==> src/cscr_defines.vh <==
// constants for the converter status and calibration register bank
`ifndef CSCR_DEFINES_VH
`define CSCR_DEFINES_VH

// command codes
`define CSCR_CMD_STATUS_WORD    8'h79
`define CSCR_CMD_OUTPUT_VOLTAGE_STATUS    8'h7A
`define CSCR_CMD_OUTPUT_CURRENT_STATUS    8'h7B
`define CSCR_CMD_STATUS_TEMP    8'h7D
`define CSCR_CMD_STATUS_COMM    8'h7E
`define CSCR_CMD_INPUT_VOLTAGE_READBACK       8'h88
`define CSCR_CMD_OUTPUT_VOLTAGE_READBACK      8'h8B
`define CSCR_CMD_OUTPUT_CURRENT_READBACK      8'h8C
`define CSCR_CMD_READ_TEMP      8'h8D
`define CSCR_CMD_PROTO_REV      8'h98
`define CSCR_CMD_DEV_TYPE       8'hD0
`define CSCR_CMD_VOUT_GAIN      8'hD1
`define CSCR_CMD_VOUT_OFFSET    8'hD2
`define CSCR_CMD_VIN_GAIN       8'hD3
`define CSCR_CMD_VIN_OFFSET     8'hD4
`define CSCR_CMD_IOUT_GAIN      8'hD6
`define CSCR_CMD_IOUT_OFFSET    8'hD7
`define CSCR_CMD_FW_REV         8'hDB

// implemented bits of each status byte
`define CSCR_VOUT_MASK          8'h80
`define CSCR_IOUT_MASK          8'hA0
`define CSCR_TEMP_MASK          8'hC0
`define CSCR_COMM_MASK          8'hE0
`define CSCR_COMM_BAD_CMD       7
`define CSCR_COMM_BAD_DATA      6
`define CSCR_COMM_PEC_FAIL      5

// protocol revision 1.2 / 1.2, bit 4 unused
`define CSCR_PROTO_REV          8'h42

// device type: name in 7:2, protect enable in 1
`define CSCR_DEV_TYPE_RESET     8'hAA
`define CSCR_DEV_WP_BIT         1
`define CSCR_DEV_WR_MASK        8'hFE

// calibration limits and reset values
`define CSCR_GAIN_RESET         16'h2000
`define CSCR_GAIN_MIN           16'h1999
`define CSCR_GAIN_MAX           16'h2666
`define CSCR_EXP_M12            5'h14
`define CSCR_EXP_M3             5'h1D
`define CSCR_VOUT_OFFSET_RESET  16'hA000
`define CSCR_LIN_OFFSET_RESET   16'hE800

`endif

==> src/cscr_regs.v <==
// status and calibration register bank behind a serial management link
// Notes on behaviour
// - sixteen-bit status summary with documented bit layout
// - output overvoltage sets bit 7, host clears
// - overcurrent fault bit 7, warning bit 5
// - overtemperature fault bit 7, warning bit 6
// - bad command, bad data, checksum failure flags
// - read-only revision byte reports 1.2 twice
// - protect enable in device type bit 1
// - six-bit module name in bits 7:2
// - gain writes only within limits, protect locks
// - output offset needs exponent -12, protect locks
// - input and current offsets need exponent -3
// - read-only sixteen-bit firmware revision word
`timescale 1ns/1ps
`default_nettype none
`include "cscr_defines.vh"

module cscr_regs #(
   parameter [6:0]  DEV_ADDR    = 7'h58,
   parameter [5:0]  MODULE_NAME = 6'b101010,
   parameter [15:0] FW_REVISION = 16'h1200   // arbitrary value
) (
   // clock and reset
   input  wire        CLK,
   input  wire        RST_N,
   input  wire        CE,
   // management link
   input  wire        SCL,
   input  wire        SDA_IN,
   output reg         SDA_OUT,
   output reg         SDA_OE,
   // converter conditions, same clock domain
   input  wire        OV_FAULT,
   input  wire        OC_FAULT,
   input  wire        OC_WARN,
   input  wire        OT_FAULT,
   input  wire        OT_WARN,
   input  wire        VIN_UV_FAULT,
   input  wire        OUTPUT_OFF,
   input  wire        POWER_GOOD,
   // measured values
   input  wire [15:0] VIN_VALUE,
   input  wire [15:0] VOUT_VALUE,
   input  wire [15:0] IOUT_VALUE,
   input  wire [15:0] TEMP_VALUE,
   // calibration outputs
   output reg         WRITE_PROTECT,
   output reg  [15:0] VOUT_GAIN,
   output reg  [15:0] VOUT_OFFSET,
   output reg  [15:0] VIN_GAIN,
   output reg  [15:0] VIN_OFFSET,
   output reg  [15:0] IOUT_GAIN,
   output reg  [15:0] IOUT_OFFSET
);

   localparam [2:0] S_IDLE  = 3'd0;
   localparam [2:0] S_ADDR  = 3'd1;
   localparam [2:0] S_ACKA  = 3'd2;
   localparam [2:0] S_RX    = 3'd3;
   localparam [2:0] S_ACKR  = 3'd4;
   localparam [2:0] S_TX    = 3'd5;
   localparam [2:0] S_ACKT  = 3'd6;

   // link synchronisers
   reg        scl_s1;
   reg        scl_s2;
   reg        scl_s3;
   reg        sda_s1;
   reg        sda_s2;
   reg        sda_s3;

   // link engine
   reg  [2:0] state;
   reg  [7:0] shreg;
   reg  [3:0] bitcnt;
   reg  [2:0] idx;
   reg  [1:0] tx_idx;
   reg        rw;
   reg        nak;
   reg        wr_seen;
   reg  [7:0] cmd;
   reg [15:0] wdata;
   reg  [7:0] crc;
   reg  [7:0] dev_low;

   // status
   reg  [7:0] st_vout;
   reg  [7:0] st_iout;
   reg  [7:0] st_temp;
   reg  [7:0] st_comm;
   reg  [7:0] clr_vout;
   reg  [7:0] clr_iout;
   reg  [7:0] clr_temp;
   reg  [7:0] clr_comm;
   reg  [7:0] set_comm;

   reg        cmd_known;
   reg        cmd_word;
   reg [15:0] rd_word;
   reg  [7:0] tx_byte_next;
   wire [15:0] status_word;
   wire       scl_rise;
   wire       scl_fall;
   wire       start_det;
   wire       stop_det;
   wire [2:0] len;
   wire [2:0] need;
   wire       len_bad;
   wire       pec_bad;
   wire       wr_ok;
   wire       in_gain;

   function [7:0] crc_step;
      input [7:0] c;
      input       b;
      begin
         crc_step = {c[6:0], 1'b0} ^ ((c[7] ^ b) ? 8'h07 : 8'h00);
      end
   endfunction

   assign scl_rise  = scl_s2 & ~scl_s3;
   assign scl_fall  = ~scl_s2 & scl_s3;
   assign start_det = scl_s2 & scl_s3 & sda_s3 & ~sda_s2;
   assign stop_det  = scl_s2 & scl_s3 & ~sda_s3 & sda_s2;

   // summary is live OR of the detail bytes plus the undervoltage, power-good and output-off inputs
   assign status_word = {|st_vout, |st_iout, VIN_UV_FAULT, 1'b0,
                         ~POWER_GOOD, 3'b000,
                         1'b0, OUTPUT_OFF, st_vout[7], st_iout[7],
                         VIN_UV_FAULT, |st_temp, |st_comm, 1'b0};

   // command decode and read data
   always @* begin
      cmd_known = 1'b1;
      cmd_word  = 1'b1;
      rd_word   = 16'h0000;
      case (cmd)
         `CSCR_CMD_STATUS_WORD: rd_word = status_word;
         `CSCR_CMD_OUTPUT_VOLTAGE_STATUS: begin
            rd_word  = {8'h00, st_vout};
            cmd_word = 1'b0;
         end
         `CSCR_CMD_OUTPUT_CURRENT_STATUS: begin
            rd_word  = {8'h00, st_iout};
            cmd_word = 1'b0;
         end
         `CSCR_CMD_STATUS_TEMP: begin
            rd_word  = {8'h00, st_temp};
            cmd_word = 1'b0;
         end
         `CSCR_CMD_STATUS_COMM: begin
            rd_word  = {8'h00, st_comm};
            cmd_word = 1'b0;
         end
         `CSCR_CMD_INPUT_VOLTAGE_READBACK:    rd_word = VIN_VALUE;
         `CSCR_CMD_OUTPUT_VOLTAGE_READBACK:   rd_word = VOUT_VALUE;
         `CSCR_CMD_OUTPUT_CURRENT_READBACK:   rd_word = IOUT_VALUE;
         `CSCR_CMD_READ_TEMP:   rd_word = TEMP_VALUE;
         `CSCR_CMD_PROTO_REV: begin
            rd_word  = {8'h00, `CSCR_PROTO_REV};
            cmd_word = 1'b0;
         end
         `CSCR_CMD_DEV_TYPE:    rd_word = {8'h00, dev_low};
         `CSCR_CMD_VOUT_GAIN:   rd_word = VOUT_GAIN;
         `CSCR_CMD_VOUT_OFFSET: rd_word = VOUT_OFFSET;
         `CSCR_CMD_VIN_GAIN:    rd_word = VIN_GAIN;
         `CSCR_CMD_VIN_OFFSET:  rd_word = VIN_OFFSET;
         `CSCR_CMD_IOUT_GAIN:   rd_word = IOUT_GAIN;
         `CSCR_CMD_IOUT_OFFSET: rd_word = IOUT_OFFSET;
         `CSCR_CMD_FW_REV:      rd_word = FW_REVISION;
         default: begin
            cmd_known = 1'b0;
            rd_word   = 16'hFFFF;
         end
      endcase
   end

   // write length checks at stop
   assign len     = idx - 3'd1;
   assign need    = cmd_word ? 3'd2 : 3'd1;
   assign pec_bad = (len == need + 3'd1) && (crc != 8'h00);
   assign len_bad = (len != need) && (len != need + 3'd1);
   assign wr_ok   = cmd_known && !len_bad && !pec_bad;
   assign in_gain = (wdata >= `CSCR_GAIN_MIN) &&
                    (wdata <= `CSCR_GAIN_MAX);

   // link engine and register writes
   always @(posedge CLK) begin
      if (!RST_N) begin
         scl_s1        <= 1'b1;
         scl_s2        <= 1'b1;
         scl_s3        <= 1'b1;
         sda_s1        <= 1'b1;
         sda_s2        <= 1'b1;
         sda_s3        <= 1'b1;
         state         <= S_IDLE;
         shreg         <= 8'h00;
         bitcnt        <= 4'h0;
         idx           <= 3'd0;
         tx_idx        <= 2'd0;
         rw            <= 1'b0;
         nak           <= 1'b0;
         wr_seen       <= 1'b0;
         cmd           <= 8'h00;
         wdata         <= 16'h0000;
         crc           <= 8'h00;
         SDA_OUT       <= 1'b0;
         SDA_OE        <= 1'b0;
         dev_low       <= {MODULE_NAME, 2'b10};  // protect on
         WRITE_PROTECT <= 1'b1;
         VOUT_GAIN     <= `CSCR_GAIN_RESET;
         VIN_GAIN      <= `CSCR_GAIN_RESET;
         IOUT_GAIN     <= `CSCR_GAIN_RESET;
         VOUT_OFFSET   <= `CSCR_VOUT_OFFSET_RESET;
         VIN_OFFSET    <= `CSCR_LIN_OFFSET_RESET;
         IOUT_OFFSET   <= `CSCR_LIN_OFFSET_RESET;
         clr_vout      <= 8'h00;
         clr_iout      <= 8'h00;
         clr_temp      <= 8'h00;
         clr_comm      <= 8'h00;
         set_comm      <= 8'h00;
      end else if (CE) begin
         scl_s1   <= SCL;
         scl_s2   <= scl_s1;
         scl_s3   <= scl_s2;
         sda_s1   <= SDA_IN;
         sda_s2   <= sda_s1;
         sda_s3   <= sda_s2;
         clr_vout <= 8'h00;
         clr_iout <= 8'h00;
         clr_temp <= 8'h00;
         clr_comm <= 8'h00;
         set_comm <= 8'h00;
         WRITE_PROTECT <= dev_low[`CSCR_DEV_WP_BIT];
         // received bits enter the checksum at the following fall, so the
         // lone rise before a repeated start or stop stays out of it
         if (scl_rise && state == S_TX)
            crc <= crc_step(crc, sda_s2);
         else if (scl_fall && bitcnt != 4'h0 &&
                  (state == S_ADDR || state == S_RX))
            crc <= crc_step(crc, shreg[0]);
         if (start_det) begin
            state  <= S_ADDR;
            bitcnt <= 4'h0;
            SDA_OE <= 1'b0;
         end else if (stop_det) begin
            state   <= S_IDLE;
            SDA_OE  <= 1'b0;
            crc     <= 8'h00;
            idx     <= 3'd0;
            wr_seen <= 1'b0;
            if (wr_seen && idx > 3'd1 && cmd_known) begin
               set_comm[`CSCR_COMM_PEC_FAIL] <= pec_bad;
               set_comm[`CSCR_COMM_BAD_DATA] <= len_bad;
            end
            if (wr_seen && idx > 3'd1 && wr_ok) begin
               case (cmd)
                  // writing ones clears status bits
                  `CSCR_CMD_OUTPUT_VOLTAGE_STATUS: clr_vout <= wdata[7:0];
                  `CSCR_CMD_OUTPUT_CURRENT_STATUS: clr_iout <= wdata[7:0];
                  `CSCR_CMD_STATUS_TEMP: clr_temp <= wdata[7:0];
                  `CSCR_CMD_STATUS_COMM: clr_comm <= wdata[7:0];
                  `CSCR_CMD_DEV_TYPE:
                     dev_low <= (wdata[7:0] & `CSCR_DEV_WR_MASK);
                  `CSCR_CMD_VOUT_GAIN:
                     if (!WRITE_PROTECT) begin
                        if (in_gain)
                           VOUT_GAIN <= wdata;
                        else
                           set_comm[`CSCR_COMM_BAD_DATA] <= 1'b1;
                     end
                  `CSCR_CMD_VIN_GAIN:
                     if (!WRITE_PROTECT) begin
                        if (in_gain)
                           VIN_GAIN <= wdata;
                        else
                           set_comm[`CSCR_COMM_BAD_DATA] <= 1'b1;
                     end
                  `CSCR_CMD_IOUT_GAIN:
                     if (!WRITE_PROTECT) begin
                        if (in_gain)
                           IOUT_GAIN <= wdata;
                        else
                           set_comm[`CSCR_COMM_BAD_DATA] <= 1'b1;
                     end
                  `CSCR_CMD_VOUT_OFFSET:
                     if (!WRITE_PROTECT) begin
                        if (wdata[15:11] == `CSCR_EXP_M12)
                           VOUT_OFFSET <= wdata;
                        else
                           set_comm[`CSCR_COMM_BAD_DATA] <= 1'b1;
                     end
                  `CSCR_CMD_VIN_OFFSET:
                     if (!WRITE_PROTECT) begin
                        if (wdata[15:11] == `CSCR_EXP_M3)
                           VIN_OFFSET <= wdata;
                        else
                           set_comm[`CSCR_COMM_BAD_DATA] <= 1'b1;
                     end
                  `CSCR_CMD_IOUT_OFFSET:
                     if (!WRITE_PROTECT) begin
                        if (wdata[15:11] == `CSCR_EXP_M3)
                           IOUT_OFFSET <= wdata;
                        else
                           set_comm[`CSCR_COMM_BAD_DATA] <= 1'b1;
                     end
                  // read-only commands
                  default: set_comm[`CSCR_COMM_BAD_DATA] <= 1'b1;
               endcase
            end
         end else begin
            case (state)
               S_IDLE: SDA_OE <= 1'b0;
               S_ADDR: begin
                  if (scl_rise) begin
                     shreg  <= {shreg[6:0], sda_s2};
                     bitcnt <= bitcnt + 4'h1;
                  end else if (scl_fall && bitcnt == 4'h8) begin
                     if (shreg[7:1] == DEV_ADDR) begin
                        rw     <= shreg[0];
                        SDA_OE <= 1'b1;
                        state  <= S_ACKA;
                     end else begin
                        state  <= S_IDLE;
                     end
                  end
               end
               S_ACKA: begin
                  if (scl_fall) begin
                     bitcnt <= 4'h0;
                     tx_idx <= 2'd0;
                     if (rw) begin
                        SDA_OE <= ~rd_word[7];
                        shreg  <= {rd_word[6:0], 1'b1};
                        bitcnt <= 4'h1;
                        state  <= S_TX;
                     end else begin
                        SDA_OE <= 1'b0;
                        state  <= S_RX;
                     end
                  end
               end
               S_RX: begin
                  if (scl_rise) begin
                     shreg  <= {shreg[6:0], sda_s2};
                     bitcnt <= bitcnt + 4'h1;
                  end else if (scl_fall && bitcnt == 4'h8) begin
                     wr_seen <= 1'b1;
                     if (idx != 3'd7)
                        idx <= idx + 3'd1;
                     if (idx == 3'd0) begin
                        cmd   <= shreg;
                        wdata <= 16'h0000;
                     end else if (idx == 3'd1) begin
                        wdata[7:0] <= shreg;
                     end else if (idx == 3'd2 && cmd_word) begin
                        wdata[15:8] <= shreg;
                     end
                     SDA_OE <= 1'b1;
                     state  <= S_ACKR;
                  end
               end
               S_ACKR: begin
                  if (scl_fall) begin
                     if (idx == 3'd1 && !cmd_known)
                        set_comm[`CSCR_COMM_BAD_CMD] <= 1'b1;
                     SDA_OE <= 1'b0;
                     bitcnt <= 4'h0;
                     state  <= S_RX;
                  end
               end
               S_TX: begin
                  if (scl_fall) begin
                     if (bitcnt == 4'h8) begin
                        SDA_OE <= 1'b0;
                        state  <= S_ACKT;
                     end else begin
                        SDA_OE <= ~shreg[7];
                        shreg  <= {shreg[6:0], 1'b1};
                        bitcnt <= bitcnt + 4'h1;
                     end
                  end
               end
               S_ACKT: begin
                  if (scl_rise) begin
                     nak <= sda_s2;
                  end else if (scl_fall) begin
                     if (nak) begin
                        state <= S_IDLE;
                     end else begin
                        tx_idx <= tx_idx + 2'd1;
                        state  <= S_TX;
                        bitcnt <= 4'h1;
                        SDA_OE <= ~tx_byte_next[7];
                        shreg  <= {tx_byte_next[6:0], 1'b1};
                     end
                  end
               end
               default: state <= S_IDLE;
            endcase
         end
      end
   end

   // next byte during a read, one ahead of tx_idx
   always @* begin
      if (tx_idx == 2'd0 && cmd_word)
         tx_byte_next = rd_word[15:8];
      else if (tx_idx == {1'b0, cmd_word})
         tx_byte_next = crc;
      else
         tx_byte_next = 8'hFF;
   end

   // sticky status, a set outranks a clear in the same cycle
   always @(posedge CLK) begin
      if (!RST_N) begin
         st_vout <= 8'h00;
         st_iout <= 8'h00;
         st_temp <= 8'h00;
         st_comm <= 8'h00;
      end else if (CE) begin
         st_vout <= ((st_vout & ~clr_vout) | {OV_FAULT, 7'h00})
                    & `CSCR_VOUT_MASK;
         st_iout <= ((st_iout & ~clr_iout) |
                     {OC_FAULT, 1'b0, OC_WARN, 5'h00})
                    & `CSCR_IOUT_MASK;
         st_temp <= ((st_temp & ~clr_temp) | {OT_FAULT, OT_WARN, 6'h00})
                    & `CSCR_TEMP_MASK;
         st_comm <= ((st_comm & ~clr_comm) | set_comm)
                    & `CSCR_COMM_MASK;
      end
   end

endmodule // cscr_regs

`default_nettype wire

==> config.mk <==
export PLATFORM = sky130hd
export DESIGN_NAME = cscr_regs
export DESIGN_NICKNAME = d
export VERILOG_FILES = /design/src/cscr_regs.v
export VERILOG_INCLUDE_DIRS = /design/src
export SDC_FILE = /design/constraint.sdc
export NUM_CORES = 1
export LEC_CHECK = 0
export BUFFER_PORTS_ARGS = -buffer_cell sky130_fd_sc_hd__buf_2
export CAP_MARGIN = 20
export CORE_MARGIN = 2
export CORE_UTILIZATION = 50
export CTS_CLUSTER_SIZE = 30
export DETAILED_ROUTE_END_ITERATION = 6
export GPL_ROUTABILITY_DRIVEN = 0
export PLACE_DENSITY = 0.71
export SKIP_CTS_REPAIR_TIMING = 1
export SLEW_MARGIN = 25
export SYNTH_ARGS = -nofsm -noshare
export SYNTH_HDL_FRONTEND = slang
export SYNTH_SLANG_ARGS = --single-unit
export TNS_END_PERCENT = 5
==> constraint.sdc <==
create_clock -name CLK -period 3.4 [get_ports CLK]
set_clock_uncertainty 0.05 [all_clocks]
set_input_delay 0.34 -clock CLK [delete_from_list [all_inputs] [get_ports CLK]]
set_output_delay 0.34 -clock CLK [all_outputs]
set_load 0.1 [all_outputs]
==> results of run 1 <==
==> synthesized netlist by cell type, drive strengths merged, types with 6 or more instances <==
library cell  number
nor2b              7
or2               13
a221oi            16
nand2b            15
buf               24
dfxtp            185
a222oi             7
nor4              14
nor3b              6
a21oi             59
nand2            125
a31oi              6
clkbuf            64
and3              22
a211oi             9
inv               15
nor2             129
mux2               8
nand3b            14
o21ai             27
nand3             51
ha                 9
nand4b             6
nand4             18
mux2i            103
a22o              14
nor3              40
a22oi             37
==> metal layers <==
| metal | up-vias | global-route usage [%] | wire length, um |
|---|---|---|---|
| li1 | 4494 | - | - |
| met1 | 4678 | 47.92 | 14540 |
| met2 | 665 | 50.03 | 15000 |
| met3 | 124 | 7.881 | 4188 |
| met4 | 0 | 14.43 | 1457 |
| met5 | - | 0 | 0 |
==> sequential cells by signal (all words and copies together), names as in the netlist, 7 cells and up <==
signal       flops
IOUT_GAIN       16
IOUT_OFFSET     16
VIN_GAIN        16
VIN_OFFSET      16
VOUT_GAIN       16
VOUT_OFFSET     16
cmd              8
crc              8
dev_low          7
shreg            8
wdata           16
==> cell usage in the layout (no fill, tap or decap), types with 5 or more instances in the layout <==
cell type / instances
a211oi_1: 8
a21oi_1: 59
a221oi_1: 16
a222oi_1: 7
a22o_1: 14
a22oi_1: 37
a31oi_1: 6
and2_1: 5
and3_1: 22
and4_1: 5
buf_2: 174
buf_4: 53
clkbuf_16: 17
clkinv_8: 8
dfxtp_1: 185
ha_1: 9
inv_1: 13
mux2_2: 8
mux2i_1: 103
nand2_1: 125
nand2b_1: 15
nand3_1: 51
nand3b_1: 14
nand4_1: 12
nand4b_1: 5
nor2_1: 129
nor2b_1: 7
nor3_1: 36
nor3b_1: 6
nor4_1: 11
o211ai_1: 5
o21a_1: 5
o21ai_0: 21
o21ai_1: 6
o221ai_1: 5
or2_1: 10
==> kinds of logic after synthesis <==
logic type	Yosys count	synth area share, %
other cells	1	0.03895
buf+inv	104	4.393
simple gates	483	25.67
mux	111	11.65
fa+ha+maj	9	1.170
xor+xnor	5	0.5330
compound gates	241	18.08
flops	185	38.47
==> worst max-delay path: cells and delay by family (launching register included) <==
family / cells / cell delay, ns
buf+inv: 2 / 0.32
xor+xnor: 1 / 0.33
compound gates: 4 / 1.07
flops: 1 / 0.38
fa+ha+maj: 1 / 0.24
simple gates: 2 / 0.74
==> through the flow <==
stage / power, mW / instance area [sq um]
floorplan: 2.368 / 9627
finish: 4.583 / 11530
global placement: 2.474 / 10860
CTS: 4.595 / 11520
detailed placement: 2.475 / 10860
global route: 4.701 / 11530
==> power breakdown <==
group          internal, mW  switching (mW)
registers              2.18          0.0195
logic                0.0838           0.151
clock network          1.10            1.06
total                  3.36            1.23
==> worst paths after layout <==
| path | depth (start not counted) | end | slack, ns | startpoint |
|---|---|---|---|---|
| worst min register to register | 2 | clr_temp[6]$_SDFFE_PN0P_ | 0.41 | clr_temp[6]$_SDFFE_PN0P_ |
| worst max-delay path | 10 | VOUT_GAIN[12]$_SDFFE_PN0P_ | 0.21 | idx[0]$_SDFFE_PN0P_ |
| worst max register to register | 10 | VOUT_GAIN[12]$_SDFFE_PN0P_ | 0.21 | idx[0]$_SDFFE_PN0P_ |
| worst min-delay path | 3 | scl_s1$_SDFFE_PN1P_ | 0.06 | SCL |
==> area by class of cell <==
type / instances / area (sq um)
fill: 1685 / 7236
multi-input combinational: 850 / 5523
sequential: 185 / 3704
timing repair buffer: 228 / 1289
clock buffer: 17 / 425.4
tap: 234 / 292.8
clock inverter: 15 / 235.2
inverter: 16 / 61.31
antenna: 1 / 2.502
==> metrics.md, run 1 <==
| Metric | Value |
|---|---|
| Via Count | `9961` |
| Root Buffer | `clkbuf_16` |
| Pre-CTS setup slack | `0.1594 ns` |
| CTS Buffer Depth | `2` |
| Core Area | `18770 sq um` |
| CTS Buf Count | `17` |
| Post-Layout Cell Count | `1546` |
| Max Slew Vio Count | `0` |
| DR WL/cell | `22.76 um` |
| Number of port buffers | `174` |
| Final min period | `3.190 ns` |
| Area Growth Syn to Fin | `19.79%` |
| TritonRoute pass-1 iters | `7` |
| HP Class | `in -> reg` |
| CP startpoint kind | `flop` |
| Initial antenna violation count | `1` |
| Yosys cell types | `85` |
| Synth Flop Type | `dfxtp_1` |
| Nets | `1384` |
| Yosys warning total | `0` |
| Clock network latency to the later pin of the worst-skew pair | `0.45 ns` |
| Largest cells by area after synthesis | `dfxtp_1, mux2i_1, nor2_1` |
| Placed cells | `1513` |
| Hold Vio Cnt, Final | `0` |
| ANT nets after route | `0` |
| Power per cell area | `397.4 nW/um^2` |
| Initial cell density of the core | `51.29%` |
| Mapped cell area | `9627 sq um` |
| CP Cell Sequence | `inv_2 > ha_1 > xor2_2 > a211oi_1 > a2111oi_2 > o31a_1 > buf_4 > nand4_4 > or2_1 > a21oi_1` |
| Slowest cell on the critical path | `a2111oi_2` |
| Die H | `142.8 um` |
| Cell taking the most area after synthesis | `dfxtp_1` |
| Setup TNS | `0 ns` |
| Reg clk slew, reported paths | `0.08 ns` |
| Max_cap viols | `0` |
| Syn avg cell area | `8.452 sq um` |
| I/O Pins | `176` |
| Post-synthesis net count | `1225` |
| Final setup viols | `0` |
| Status | `complete, no violations` |
| H-tree level count | `4` |
| Critical path class | `reg -> reg` |
| Peak supply drop | `0.3585 mV` |
| Die Area | `20380 sq um` |
| Util after Layout | `61.45%` |
| Iter 0 DRT Violations | `1345` |
| Async set or reset register ratio after synthesis | `0%` |
| DP HPWL | `25780 um` |
| Tcrit/Tclk final | `93.83%` |
| Final worst slack | `0.2099 ns` |
| Post-synthesis register bit count | `185` |
| DR DRC count | `0` |
| Sequential share of the synthesized area | `38.47%` |
| Slew @ Worst Pin | `0.9050 ns` |
| Die Wd | `142.8 um` |
| Global-route wire length before repair | `52800 um` |
| Via density | `6.443` |
| Fmax | `0.3135 GHz` |
| Slowest stage delay, CP | `0.48 ns` |
| Critical Path AT | `3.52 ns` |
| RSZ-0062 raised after global routing | `no` |
| Leakage | `5.106 nW` |
| Congestion Overflow GR | `0` |
| Worst hold margin | `0.05956 ns` |
| Worst Path Required | `3.73 ns` |
| Number of synthesized flops with an enable pin | `0` |
| GR Util All Layers | `34.06%` |
| Routed wire length | `35180 um` |
| Worst setup EP type | `flop` |
| Number of global-route vias before repair | `8969` |
| Top cell type's share of synthesized area | `38.47%` |
| Largest net degree at the start of global routing | `62` |
| Cells after Synth | `1139` |
| Clk sinks | `185` |
| CTS tree | `yes` |
| Layout cell share with drive strength beyond 1 | `22.58%` |
| Crit path max fanout | `17` |
| Worst relative slew slack | `39.16%` |
| Row cnt | `50` |
Note: power is estimated with default switching activity, not from simulation.
==> inputs of run 2 (changes only) <==
--- a/config.mk
+++ b/config.mk
@@ -12,8 +12,8 @@
 export CORE_UTILIZATION = 50
 export CTS_CLUSTER_SIZE = 30
 export DETAILED_ROUTE_END_ITERATION = 6
-export GPL_ROUTABILITY_DRIVEN = 0
 export PLACE_DENSITY = 0.71
+export RECOVER_POWER = 25
 export SKIP_CTS_REPAIR_TIMING = 1
 export SLEW_MARGIN = 25
 export SYNTH_ARGS = -nofsm -noshare
==> metrics.md, run 2 (same netlist as run 1, synthesis figures left out) <==
| Metric | Value |
|---|---|
| Flop-to-flop setup slack | `0.21 ns` |
| R2R cell count | `8` |
| RSZ-0062 raised after global routing | `no` |
| CTS tree | `yes` |
| Row cnt | `50` |
| Cell Area, Placed | `10860 sq um` |
| GR Util All Layers | `35.36%` |
| Initial antenna violation count | `1` |
| Via density | `6.433` |
| Area Growth Syn to Fin | `18.64%` |
| Tot Pwr | `4.485 mW` |
| TritonRoute pass-1 iters | `7` |
| Util after Layout | `60.85%` |
| DR WL/cell | `23.28 um` |
| Crit path max fanout | `17` |
| Fmax | `0.3133 GHz` |
| Max_cap viols | `1` |
| Post-Layout Cell Count | `1546` |
| Die H | `142.8 um` |
| Root Buffer | `clkbuf_16` |
| Placed cells | `1513` |
| Clock network latency to the later pin of the worst-skew pair | `0.45 ns` |
| I/O Pins | `176` |
| Die Wd | `142.8 um` |
| Global-route wire length before repair | `54400 um` |
| Worst relative slew slack | `-26.46%` |
| CP startpoint kind | `flop` |
| Nets | `1384` |
| Peak supply drop | `0.3500 mV` |
| Slew @ Worst Pin | `1.886 ns` |
| Number of global-route vias before repair | `9153` |
| Largest net degree at the start of global routing | `62` |
| Leakage | `4.867 nW` |
| Core Area | `18770 sq um` |
| ANT nets after route | `0` |
| Final setup viols | `0` |
| Crit path max-delay family | `compound AO/OA/AOI/OAI gates` |
| Critical Path AT | `3.47 ns` |
| DP HPWL | `26460 um` |
| Power per cell area | `392.7 nW/um^2` |
| Final min period | `3.191 ns` |
| Status | `finished with violations` |
| CTS Buffer Depth | `2` |
| Number of port buffers | `174` |
| CTS Buf Count | `17` |
| Hold Path Sink | `scl_s1$_SDFFE_PN1P_` |
| Clk sinks | `185` |
| Final Instance Area | `11420 sq um` |
| Via Count | `9946` |
| WP buf/inv | `1` |
| Slowest stage delay, CP | `0.63 ns` |
| Setup TNS | `0 ns` |
| Slowest cell on the critical path | `dfxtp_1` |
| HP Class | `in -> reg` |
| Worst setup EP type | `flop` |
| Routed wire length | `35990 um` |
| H-tree level count | `4` |
| Initial cell density of the core | `51.29%` |
| Layout cell share with drive strength beyond 1 | `18.31%` |
| Reg2Reg Capture Point | `VOUT_GAIN[12]$_SDFFE_PN0P_` |
| Iter 0 DRT Violations | `1583` |
| Worst Path Required | `3.68 ns` |
| Die Area | `20380 sq um` |
| WHS Path Cells | `3` |
| Critical path class | `reg -> reg` |
| Congestion Overflow GR | `0` |
| RePlAce Congestion | `1.044` |
| DR DRC count | `0` |
| Hold Vio Cnt, Final | `0` |
| Commonest non-fill, non-tap cell in the layout | `dfxtp_1` |
| Violated checks | `capacitance limit, slew limit` |
| Commonest cells after routing, fill and taps aside | `dfxtp_1, nor2_1, nand2_1, buf_2, mux2i_1` |
| Tcrit/Tclk final | `93.86%` |
| Hold Path Origin | `SCL` |
| CP Cell Sequence | `nand4b_2 > a211oi_1 > o211a_1 > o31a_1 > buf_4 > nand4_4 > or2_1 > a21oi_1` |
| Reg clk slew, reported paths | `0.08 ns` |
| Max Slew Vio Count | `47` |
| RR Startpoint | `cmd[6]$_SDFFE_PN0P_` |
## run 2: changes by cell type in the layout (fill, tap and decap cells not counted), sizes merged
cell	change
bufinv	-1
clkinv	-1
clkinvlp	+1
clkbuf	+57
inv	+1
buf	-57
## run 2: how the worst max path moves through the flow
stage	slack (ns)	cells after the start	end	startpoint
after detailed placement	0.18	10	VOUT_GAIN[12]$_SDFFE_PN0P_	idx[0]$_SDFFE_PN0P_
after global placement	0.33	10	VOUT_GAIN[12]$_SDFFE_PN0P_	idx[0]$_SDFFE_PN0P_
final	0.21	8	VOUT_GAIN[12]$_SDFFE_PN0P_	cmd[6]$_SDFFE_PN0P_
after floorplan	0.72	11	VIN_GAIN[13]$_SDFFE_PN1P_	idx[0]$_SDFFE_PN0P_
after CTS	0.16	10	VOUT_GAIN[12]$_SDFFE_PN0P_	idx[0]$_SDFFE_PN0P_
after global routing	0.02	8	VOUT_GAIN[12]$_SDFFE_PN0P_	cmd[6]$_SDFFE_PN0P_
## run 2: layer usage
metal | vias to the layer above | part of all wire [%] | track usage, % | routed length [um]
met5 | - | 0 | 0 | 0
met4 | 0 | 4.4 | 16.10 | 1583
met3 | 128 | 12 | 9.557 | 4333
met2 | 668 | 42 | 51.67 | 15120
met1 | 4657 | 42 | 48.65 | 14960
li1 | 4493 | - | - | -
## run 2: through the flow
stage / hold WS (ns) / setup slack, ns
floorplan: 0.3822 / 0.7212
global placement: 0.3941 / 0.3336
detailed placement: 0.3971 / 0.1817
CTS: 0.04841 / 0.1638
global route: 0.06144 / 0.02380
finish: 0.05538 / 0.2087
## run 2: area by class of cell
cell class,count,area [sq um]
antenna,1,2.502
clock buffer,17,425.4
clock inverter,15,196.4
fill,1715,7347
inverter,16,61.31
multi-input combinational,850,5523
sequential,185,3704
tap,234,292.8
timing repair buffer,228,1216
## run 2: tightest hold or removal path, stage by stage
cell and delay [ns]:
buf_2 0.07, mux2i_1 0.05, nand2_1 0.05
## run 2: report_power, final
| part | internal (mW) | leakage, nW | total (mW) | switching (mW) |
|---|---|---|---|---|
| sequential | 2.18 | 1.49 | 2.20 | 0.0211 |
| clock | 1.01 | 0.299 | 2.05 | 1.04 |
| combinational | 0.0829 | 3.07 | 0.235 | 0.152 |
==> inputs of run 3 (changes only) <==
--- a/config.mk
+++ b/config.mk
@@ -8,7 +8,7 @@
 export LEC_CHECK = 0
 export BUFFER_PORTS_ARGS = -buffer_cell sky130_fd_sc_hd__buf_2
 export CAP_MARGIN = 20
-export CORE_MARGIN = 2
+export CORE_MARGIN = 3
 export CORE_UTILIZATION = 50
 export CTS_CLUSTER_SIZE = 30
 export DETAILED_ROUTE_END_ITERATION = 6
==> metrics.md, run 3 (same netlist as run 1, synthesis figures left out) <==
| Metric | Value |
|---|---|
| Tcrit/Tclk final | `93.37%` |
| Cell Area, Placed | `10960 sq um` |
| Status | `finished with violations` |
| Pre-CTS setup slack | `0.1356 ns` |
| Slowest cell on the critical path | `and4b_1` |
| Hold Path Origin | `SCL` |
| Violated checks | `capacitance limit, slew limit` |
| Top sig layer | `met4` |
| WHS Path Cells | `3` |
| TritonRoute pass-1 iters | `6` |
| Clock network latency to the later pin of the worst-skew pair | `0.44 ns` |
| CTS Buffer Depth | `2` |
| Final setup viols | `0` |
| Hold Vio Cnt, Final | `0` |
| CP Cell Sequence | `inv_2 > ha_1 > xor2_2 > a211oi_1 > a2111oi_1 > nor3_1 > and4b_1 > mux2i_1 > nand2_1` |
| Final Instance Area | `11490 sq um` |
| I/O Pins | `176` |
| Initial antenna violation count | `0` |
| Power per cell area | `386.7 nW/um^2` |
| Die Area | `20950 sq um` |
| DR DRC count | `0` |
| DR WL/cell | `22.76 um` |
| Crit path max fanout | `10` |
| Worst Path Required | `3.65 ns` |
| Setup TNS | `0 ns` |
| Peak supply drop | `0.3580 mV` |
| Iter 0 DRT Violations | `1363` |
| CTS Buf Count | `17` |
| Flop-to-flop setup slack | `0.23 ns` |
| RePlAce Congestion | `1.003` |
| Final worst slack | `0.2253 ns` |
| M1 wire length | `15040 um` |
| Commonest cells after routing, fill and taps aside | `dfxtp_1, nor2_1, nand2_1, buf_2, mux2i_1` |
| Hold Path Sink | `scl_s1$_SDFFE_PN1P_` |
| DR WL met3 | `4154 um` |
| Worst setup EP type | `flop` |
| Worst relative slew slack | `-2.780%` |
| Metal2 WL | `15300 um` |
| # fillers | `1716` |
| RSZ-0062 raised after global routing | `no` |
| Congestion Overflow GR | `0` |
| Nets | `1389` |
| Fmax | `0.3150 GHz` |
| Final min period | `3.175 ns` |
| Initial cell density of the core | `51.12%` |
| Number of global-route vias before repair | `8918` |
| Slowest stage delay, CP | `0.68 ns` |
| Via density | `6.324` |
| Max_cap viols | `1` |
| Row cnt | `50` |
| Max Slew Vio Count | `33` |
| H-tree level count | `4` |
| Die H | `144.8 um` |
| CTS tree | `yes` |
| Reg clk slew, reported paths | `0.08 ns` |
| Critical Path AT | `3.42 ns` |
| Die Wd | `144.8 um` |
| N_diodes | `0` |
| Reg2Reg Capture Point | `dev_low[3]$_SDFFE_PN1P_` |
| CP startpoint kind | `flop` |
| Slew @ Worst Pin | `1.542 ns` |
| Commonest non-fill, non-tap cell in the layout | `dfxtp_1` |
| Global-route wire length before repair | `53600 um` |
| Via Count | `9967` |
| HP Class | `in -> reg` |
| Clk sinks | `185` |
| Root Buffer | `clkbuf_16` |
| Routed wire length | `35870 um` |
| DP HPWL | `26560 um` |
| Leakage | `4.901 nW` |
| Largest net degree at the start of global routing | `62` |
| Area Growth Syn to Fin | `19.33%` |
| Core Area | `18830 sq um` |
| GR Util All Layers | `33.40%` |
| Critical path class | `reg -> reg` |
| R2R cell count | `9` |
| Layout cell share with drive strength beyond 1 | `18.62%` |
| Number of port buffers | `174` |
| RR Startpoint | `idx[0]$_SDFFE_PN0P_` |
| ANT nets after route | `0` |
-- run 3: worst max-delay path by stage --
stage,startpoint,to,slack [ns],depth (start not counted)
after CTS,idx[0]$_SDFFE_PN0P_,VIN_GAIN[11]$_SDFFE_PN0P_,0.05,9
after detailed placement,idx[0]$_SDFFE_PN0P_,VIN_GAIN[13]$_SDFFE_PN1P_,0.14,9
after global placement,idx[0]$_SDFFE_PN0P_,VIN_GAIN[13]$_SDFFE_PN1P_,0.25,9
final,idx[0]$_SDFFE_PN0P_,dev_low[3]$_SDFFE_PN1P_,0.23,9
after floorplan,idx[0]$_SDFFE_PN0P_,VIN_GAIN[13]$_SDFFE_PN1P_,0.72,11
after global routing,CE,bitcnt[3]$_SDFFE_PN0P_,0.03,6
-- run 3: report_power, final --
part | total [mW] | leakage [nW] | internal (mW) | switching (mW)
registers | 2.20 | 1.49 | 2.18 | 0.0227
clock network | 2.02 | 0.293 | 0.998 | 1.02
logic | 0.227 | 3.12 | 0.0813 | 0.146
total | 4.44 | 4.90 | 3.26 | 1.19
-- run 3: metal layers --
layer / global-route usage, % / vias up
met4: 12.37 / 0
li1: - / 4513
met1: 47.19 / 4704
met5: 0 / -
met3: 8.084 / 107
met2: 49.51 / 643
-- run 3: metrics by stage --
step	hold WS (ns)	cells	utilization (%)	power, mW
after floorplan	0.3822	1139	-	2.368
after global placement	0.3907	1544	58.20	2.470
after detailed placement	0.4006	1544	58.20	2.471
after CTS	0.07163	1576	61.38	4.446
after global routing	0.08452	1576	61.00	4.572
final	0.07217	1576	61.00	4.442
-- run 3: final cells by class --
| cell class | count | area [sq um] | area share [%] |
|---|---|---|---|
| clock buffers | 17 | 425.4 | 3.703 |
| clock inverters | 15 | 173.9 | 1.514 |
| inverters | 16 | 61.31 | 0.5337 |
| multi-input cells | 850 | 5519 | 48.04 |
| repair buffers | 233 | 1279 | 11.13 |
| flip-flops and latches | 185 | 3704 | 32.24 |
| well taps | 260 | 325.3 | 2.832 |
-- run 3: worst max-delay path, delay by kind of cell (launching register included) --
| family | cells | cell delay [ns] |
|---|---|---|
| AND/OR/NAND/NOR | 3 | 0.95 |
| adder cells (fa/ha/maj) | 1 | 0.25 |
| multiplexers | 1 | 0.25 |
| XOR/XNOR | 1 | 0.34 |
| AO/OA/AOI/OAI | 2 | 0.67 |
| buffers and inverters | 1 | 0.12 |
| flip-flops | 1 | 0.39 |
